<file path="src/verilog/dim_pkg.sv">
// Package for the converter interrupt enable block: offsets, field positions, reset values.
// Assumes a 32-bit register port with byte addresses and one clock.
package dim_pkg;

  // Register byte offsets.
  localparam logic [11:0] DIM_EVT_EN_OFS   = 12'h36C;  // Event enable register.
  localparam logic [11:0] DIM_ERR_EN_OFS   = 12'h370;  // Error enable register.
  localparam logic [11:0] DIM_EVT_STAT_OFS = 12'h384;  // Event status, read clears.
  localparam logic [11:0] DIM_ERR_STAT_OFS = 12'h388;  // Error status, read clears.

  // Event enable field positions.
  localparam int DIM_FTIM_BIT     = 29;  // Frame timer.
  localparam int DIM_FTRIG_BIT    = 28;  // Frame trigger.
  localparam int DIM_CONV_LSB     = 16;  // Converter one update, three follow.
  localparam int DIM_SEQ_DONE_BIT = 4;   // Sequencer frames complete.
  localparam int DIM_SEQ_BUF_BIT  = 0;   // Sequencer buffer complete.

  // Error enable field positions.
  localparam int DIM_FRAME_F_BIT  = 19;  // Sequencer frame fault.
  localparam int DIM_TIME_F_BIT   = 18;  // Sequencer timing fault.
  localparam int DIM_DATA_F_BIT   = 17;  // Sequencer data fault.
  localparam int DIM_XFER_F_BIT   = 16;  // Sequencer transfer fault.
  localparam int DIM_CONV_F_LSB   = 0;   // Converter one fault, three follow.

  // Writable bits of each register; all others read as zero.
  localparam logic [31:0] DIM_EVT_MASK = 32'h300F_0011;
  localparam logic [31:0] DIM_ERR_MASK = 32'h000F_000F;

  // Reset values.
  localparam logic [31:0] DIM_EN_RST   = 32'h0000_0000;
  localparam logic [31:0] DIM_STAT_RST = 32'h0000_0000;

endpackage : dim_pkg

</file>
<file path="src/verilog/dim_sticky_reg.sv">
// Holds one 32-bit group of enable bits and the matching sticky status bits.
// Assumes events are single-clock pulses on clk and that rst is synchronous.
`timescale 1ns/1ps
`default_nettype none
module dim_sticky_reg
  import dim_pkg::*;
#(
  parameter logic [31:0] MASK = 32'hFFFF_FFFF
)(
  input  wire logic        clk,
  input  wire logic        rst,
  input  wire logic        en_wr,
  input  wire logic [31:0] wdata,
  input  wire logic        stat_clr,
  input  wire logic [31:0] events,
  output logic      [31:0] en_q,
  output logic      [31:0] stat_q
);

  // Enable register; written bits outside the mask are dropped.
  always_ff @(posedge clk)
  begin
    if (rst)
      en_q <= DIM_EN_RST;
    else if (en_wr)
      en_q <= wdata & MASK;
  end

  // Status bits latch only when the enable already stood before the event.
  // A new event beats a clear in the same cycle.
  always_ff @(posedge clk)
  begin
    if (rst)
      stat_q <= DIM_STAT_RST;
    else
      stat_q <= ((stat_clr ? 32'h0000_0000 : stat_q) | (events & en_q)) & MASK;
  end
endmodule : dim_sticky_reg
`default_nettype wire

</file>
<file path="src/verilog/dim_irq_enable.sv">
// Interrupt enable and status registers for the converter board's event and error sources.
// Assumes a single-clock register port, read data one cycle after the read strobe.
//
// Decided for this implementation: the plain strobed port.
`timescale 1ns/1ps
`default_nettype none
module dim_irq_enable
  import dim_pkg::*;
#(
  parameter int NUM_CONV = 4  // Number of converter devices.
)(
  input  wire logic                clk,
  input  wire logic                rst,
  input  wire logic [11:0]         addr,
  input  wire logic [31:0]         wdata,
  input  wire logic                wr,
  input  wire logic                rd,
  output logic      [31:0]         rdata,
  output logic                     irq,
  input  wire logic                frame_timer_evt,
  input  wire logic                frame_trigger_evt,
  input  wire logic [NUM_CONV-1:0] converter_update_evt,
  input  wire logic                sequencer_frames_complete_evt,
  input  wire logic                sequencer_buffer_complete_evt,
  input  wire logic                sequencer_frame_fault_evt,
  input  wire logic                sequencer_timing_fault_evt,
  input  wire logic                sequencer_data_fault_evt,
  input  wire logic                sequencer_transfer_fault_evt,
  input  wire logic [NUM_CONV-1:0] converter_fault_evt
);

  // Register map: the event enable and error enable words are read/write,
  // each with its own sticky status word that a read clears. Any other
  // address reads as zero and swallows writes. Enable bits gate events
  // before they reach status, so a status bit never needs a second mask
  // on its way to the interrupt; clearing an enable keeps what is latched.

  // Register views of both groups.
  logic [31:0] evt_en;    // Event enable register.
  logic [31:0] err_en;    // Error enable register.
  logic [31:0] evt_stat;  // Event status bits.
  logic [31:0] err_stat;  // Error status bits.
  logic [31:0] evt_vec;   // Event pulses placed at their enable positions.
  logic [31:0] err_vec;   // Fault pulses placed at their enable positions.
  logic        evt_clr;   // Read of event status clears it.
  logic        err_clr;   // Read of error status clears it.

  // Place each event at the bit of its enable.
  always_comb
  begin
    evt_vec = 32'h0000_0000;
    evt_vec[DIM_FTIM_BIT]     = frame_timer_evt;
    evt_vec[DIM_FTRIG_BIT]    = frame_trigger_evt;
    evt_vec[DIM_CONV_LSB +: NUM_CONV] = converter_update_evt;
    evt_vec[DIM_SEQ_DONE_BIT] = sequencer_frames_complete_evt;
    evt_vec[DIM_SEQ_BUF_BIT]  = sequencer_buffer_complete_evt;
  end

  // Place each fault at the bit of its enable.
  always_comb
  begin
    err_vec = 32'h0000_0000;
    err_vec[DIM_FRAME_F_BIT] = sequencer_frame_fault_evt;
    err_vec[DIM_TIME_F_BIT]  = sequencer_timing_fault_evt;
    err_vec[DIM_DATA_F_BIT]  = sequencer_data_fault_evt;
    err_vec[DIM_XFER_F_BIT]  = sequencer_transfer_fault_evt;
    err_vec[DIM_CONV_F_LSB +: NUM_CONV] = converter_fault_evt;
  end

  // Reads of a status register clear it as the data are returned.
  assign evt_clr = rd && (addr == DIM_EVT_STAT_OFS);
  assign err_clr = rd && (addr == DIM_ERR_STAT_OFS);

  // Event group: enables and sticky status.
  dim_sticky_reg #(
    .MASK (DIM_EVT_MASK)
  ) u_evt (
    .clk      (clk),
    .rst      (rst),
    .en_wr    (wr && (addr == DIM_EVT_EN_OFS)),
    .wdata    (wdata),
    .stat_clr (evt_clr),
    .events   (evt_vec),
    .en_q     (evt_en),
    .stat_q   (evt_stat)
  );

  // Error group: enables and sticky status.
  dim_sticky_reg #(
    .MASK (DIM_ERR_MASK)
  ) u_err (
    .clk      (clk),
    .rst      (rst),
    .en_wr    (wr && (addr == DIM_ERR_EN_OFS)),
    .wdata    (wdata),
    .stat_clr (err_clr),
    .events   (err_vec),
    .en_q     (err_en),
    .stat_q   (err_stat)
  );

  // Read data register; unmapped addresses and idle cycles return zero.
  always_ff @(posedge clk)
  begin
    if (rst)
      rdata <= 32'h0000_0000;
    else if (rd)
    begin
      unique case (addr)
        DIM_EVT_EN_OFS:   rdata <= evt_en;
        DIM_ERR_EN_OFS:   rdata <= err_en;
        DIM_EVT_STAT_OFS: rdata <= evt_stat;
        DIM_ERR_STAT_OFS: rdata <= err_stat;
        default:          rdata <= 32'h0000_0000;
      endcase
    end
    else
      rdata <= 32'h0000_0000;
  end

  // Interrupt follows any set status bit, registered.
  always_ff @(posedge clk)
  begin
    if (rst)
      irq <= 1'b0;
    else
      irq <= (evt_stat | err_stat) != 32'h0000_0000;
  end
endmodule : dim_irq_enable
`default_nettype wire

</file>
<file path="config.mk">
export PLATFORM = sky130hd
export DESIGN_NAME = dim_irq_enable
export DESIGN_NICKNAME = d
export VERILOG_FILES = /design/src/verilog/dim_pkg.sv /design/src/verilog/dim_sticky_reg.sv /design/src/verilog/dim_irq_enable.sv
export SDC_FILE = /design/constraint.sdc
export NUM_CORES = 1
export LEC_CHECK = 0
export BUFFER_PORTS_ARGS = -buffer_cell sky130_fd_sc_hd__buf_2
export CAP_MARGIN = 25
export CORE_UTILIZATION = 35
export DETAILED_ROUTE_END_ITERATION = 8
export PLACE_DENSITY_LB_ADDON = 0.08
export SLEW_MARGIN = 30
export SYNTH_ARGS = -nofsm -noshare
export SYNTH_HDL_FRONTEND = slang
export SYNTH_SLANG_ARGS = --single-unit
export TNS_END_PERCENT = 30
</file>
<file path="constraint.sdc">
create_clock -name clk -period 3.6 [get_ports clk]
set_clock_uncertainty 0.05 [all_clocks]
set_input_delay 0 -clock clk [delete_from_list [all_inputs] [get_ports clk]]
set_output_delay 0 -clock clk [all_outputs]
set_load 0.005 [all_outputs]
</file>
==> impl_metrics.env <==
export IMPL_cap_viol_max_count=0
export IMPL_cts_buffer_depth=2
export IMPL_hold_depth=2
export IMPL_worstHoldStart="rst"
export IMPL_grt_usage_pct=16.91
export IMPL_fin_crit_ns=1.755
export IMPL_timing_final_crit_share_pct=48.76
export IMPL_synth_cell_types=34
export IMPL_r2r_slack_ns=2.47
export IMPL_critPathCaptureType="flop"
export IMPL_final_common_cell="buf_2"
export IMPL_slew_headroom_pct=40.06
export IMPL_synth_seq_cells=44
export IMPL_grt_ovfl_total=0
export IMPL_synth_top_family_by_area="simple AND/OR/NAND/NOR gates"
export IMPL_core_area_mm2=0.005238
export IMPL_required_ns=3.70
export IMPL_antenna_found_initial=0
export IMPL_worstPathCellList="buf_2 > nand4bb_1 > or4_1 > o21ai_0 > a21oi_1"
export IMPL_ys_warnings_count=0
export IMPL_cts_buffers=5
export IMPL_critPathArrivalTime_ns=1.86
export IMPL_tightest_slew_ns=0.8917
export IMPL_ir_drop_uv=200.7
export IMPL_drtIter0Drc=62
export IMPL_cp_top_family="simple AND/OR/NAND/NOR gates"
export IMPL_holdWs_ns=0.1422
export IMPL_cts_reportedPaths_clkPinSlew_ns=0.08
export IMPL_final_hold_violation_count=0
export IMPL_crit_type="in2reg"
export IMPL_ys_seq_area_share_pct=44.93
export IMPL_synth_xor_xnor_area_share_pct=0
export IMPL_antenna_cells=0
export IMPL_cts_setup_buffers=0
export IMPL_hold_buffers=27
export IMPL_critPathBufInv=1
export IMPL_floorplan_initialDensity_pct=37.43
export IMPL_grt_pass1_vias=1648
export IMPL_synthSimpleGateAreaFrac_pct=18.95
export IMPL_drcViolationCount=0
export IMPL_synthArstFlopShare_pct=0
export IMPL_final_max_slew_viol_count=0
export IMPL_grt_max_degree=35
export IMPL_r2r_start="u_err.en_q[19]"
export IMPL_rr_worst_depth=3
export IMPL_setup_tns_ns=0
export IMPL_crit_cells=5
export IMPL_viasPerCell=4.833
export IMPL_rsz0062_at_grt="no"
export IMPL_synth_enable_flop_cells=0
export IMPL_synth_fa_ha_area_share_pct=0
export IMPL_design_area_mm2=0.002614
export IMPL_cts_tree="yes"
export IMPL_clock_sinks=44
export IMPL_ioPinCount=97
export IMPL_finalSetupViolCount=0
export IMPL_gp_congestion=0.7597
export IMPL_drtAntennaViolNets=0
export IMPL_syn_cell_area_mm2=0.001961
export IMPL_die_area_mm2=0.005905
export IMPL_critPathMaxStageDelay_ns=0.91
export IMPL_post_cts_resized=0
export IMPL_die_h_um=76.85
export IMPL_wire_per_inst_um=13.00
export IMPL_synthMuxAreaShare_pct=8.168
export IMPL_drive_gt1_share_pct=24.14
export IMPL_p_leak_nw=1.016
export IMPL_power_total_mw=0.9971
export IMPL_clockRootBuffer="clkbuf_8"
export IMPL_vias=1740
export IMPL_syn_to_final_growth_pct=33.31
export IMPL_power_density_mw_per_mm2=381.5
export IMPL_r2r_end="rdata[19]"
export IMPL_grt_pass1_wl_um=7762
export IMPL_num_rows=26
export IMPL_clkLatencyLatePin_ns=0.29
export IMPL_fin_util_pct=49.90
export IMPL_max_freq_mhz=569.7
export IMPL_critPathLaunchType="input port"
export IMPL_cpMaxStageDelayCell="or4_1"
export IMPL_min_to="u_err.en_q[3]"
export IMPL_htree_levels=2
export IMPL_syn_mean_instance_area_um2=9.248
export IMPL_port_buffers=54
export IMPL_final_cell_mix="buf_2 (54), dfxtp_1 (44), dlygate4sd3_1 (27)"
export IMPL_drt_total_wl_um=4679
export IMPL_cp_max_fo=16
export IMPL_synth_compound_area_share_pct=17.49
export IMPL_die_width_um=76.85
export IMPL_synth_ff_type="dfxtp_1"
export IMPL_status="completed"
export IMPL_hold_path_class="in2reg"
export IMPL_num_nets_final=354
export IMPL_dpl_hpwl_um=3206
export IMPL_firstDrtPassIters=4
export IMPL_placed_cell_area_mm2=0.002208
export IMPL_synthCells=212
## power by group
| group | switching, mW | leakage [nW] | total (mW) | internal (mW) |
|---|---|---|---|---|
| Sequential | 0.0000249 | 0.354 | 0.486 | 0.486 |
| Clock | 0.161 | 0.0642 | 0.434 | 0.273 |
| Combinational | 0.0364 | 0.598 | 0.0773 | 0.0408 |
## worst reg2reg max path, delay by kind of cell, from the launching register on
kind             cells  cell delay, ns
flip-flops           1            0.33
AO/OA/AOI/OAI        2            0.53
AND/OR/NAND/NOR      1            0.07
## per-layer routing
layer	GRT usage, %	vias to the layer above	wire, um
li1	-	882	-
met1	21.60	792	2203
met2	27.59	62	2128
met3	4.167	4	308
met4	5.769	0	39
met5	0	-	0
## how the worst max path moves through the flow
stage / end / startpoint / slack, ns
floorplan: u_evt.stat_q[19] / addr[1] / 1.97
global placement: rdata[18] / addr[4] / 1.52
detailed placement: rdata[18] / addr[10] / 1.48
CTS: rdata[18] / addr[10] / 1.79
global route: u_evt.stat_q[29] / addr[10] / 1.74
finish: u_evt.stat_q[17] / addr[10] / 1.84
## stage by stage
stage                     worst slack (ns)  std cells
after floorplan                      1.968        232
after global placement               1.523        326
after detailed placement             1.485        326
after CTS                            1.794        360
after global routing                 1.736        360
final                                1.845        360
## flip-flops by register name, summed over array words and instances (netlist names)
| signal | cells |
|---|---|
| u_evt.en_q | 8 |
| rdata | 11 |
| u_err.stat_q | 8 |
| irq | 1 |
| u_evt.stat_q | 8 |
| u_err.en_q | 8 |
## synth_stat cells, types with 2 or more instances
cell type	number	area [um2]
dfxtp_1	44	880.8
nor2_1	22	82.58
buf_4	21	157.7
a21oi_1	18	90.09
nand2_1	18	67.56
mux2i_1	16	160.2
o21ai_1	10	50.05
a22o_1	8	70.07
clkbuf_1	8	30.03
nor4_1	7	43.79
o21ai_0	6	30.03
a222oi_1	3	30.03
a32oi_1	3	26.28
a211oi_1	2	15.01
a22oi_1	2	15.01
buf_2	2	10.01
nand2b_1	2	12.51
nand3b_1	2	15.01
nand4bb_1	2	22.52
nor4_4	2	42.54
## cells by family after synthesis
| logic type | after synthesis |
|---|---|
| simple gates | 65 |
| buf+inv | 32 |
| compound gates | 54 |
| other cells | 1 |
| flops | 44 |
| mux | 16 |
## cell type report
class                      instances  area, um2
fill                             544       2624
multi-input combinational        156      964.7
sequential                        44      880.8
timing repair buffer              82      548.0
tap                               70      87.58
clock buffer                       5      68.82
clock inverter                     2      60.06
inverter                           1      3.754
Note: power is estimated with default switching activity, not from simulation.
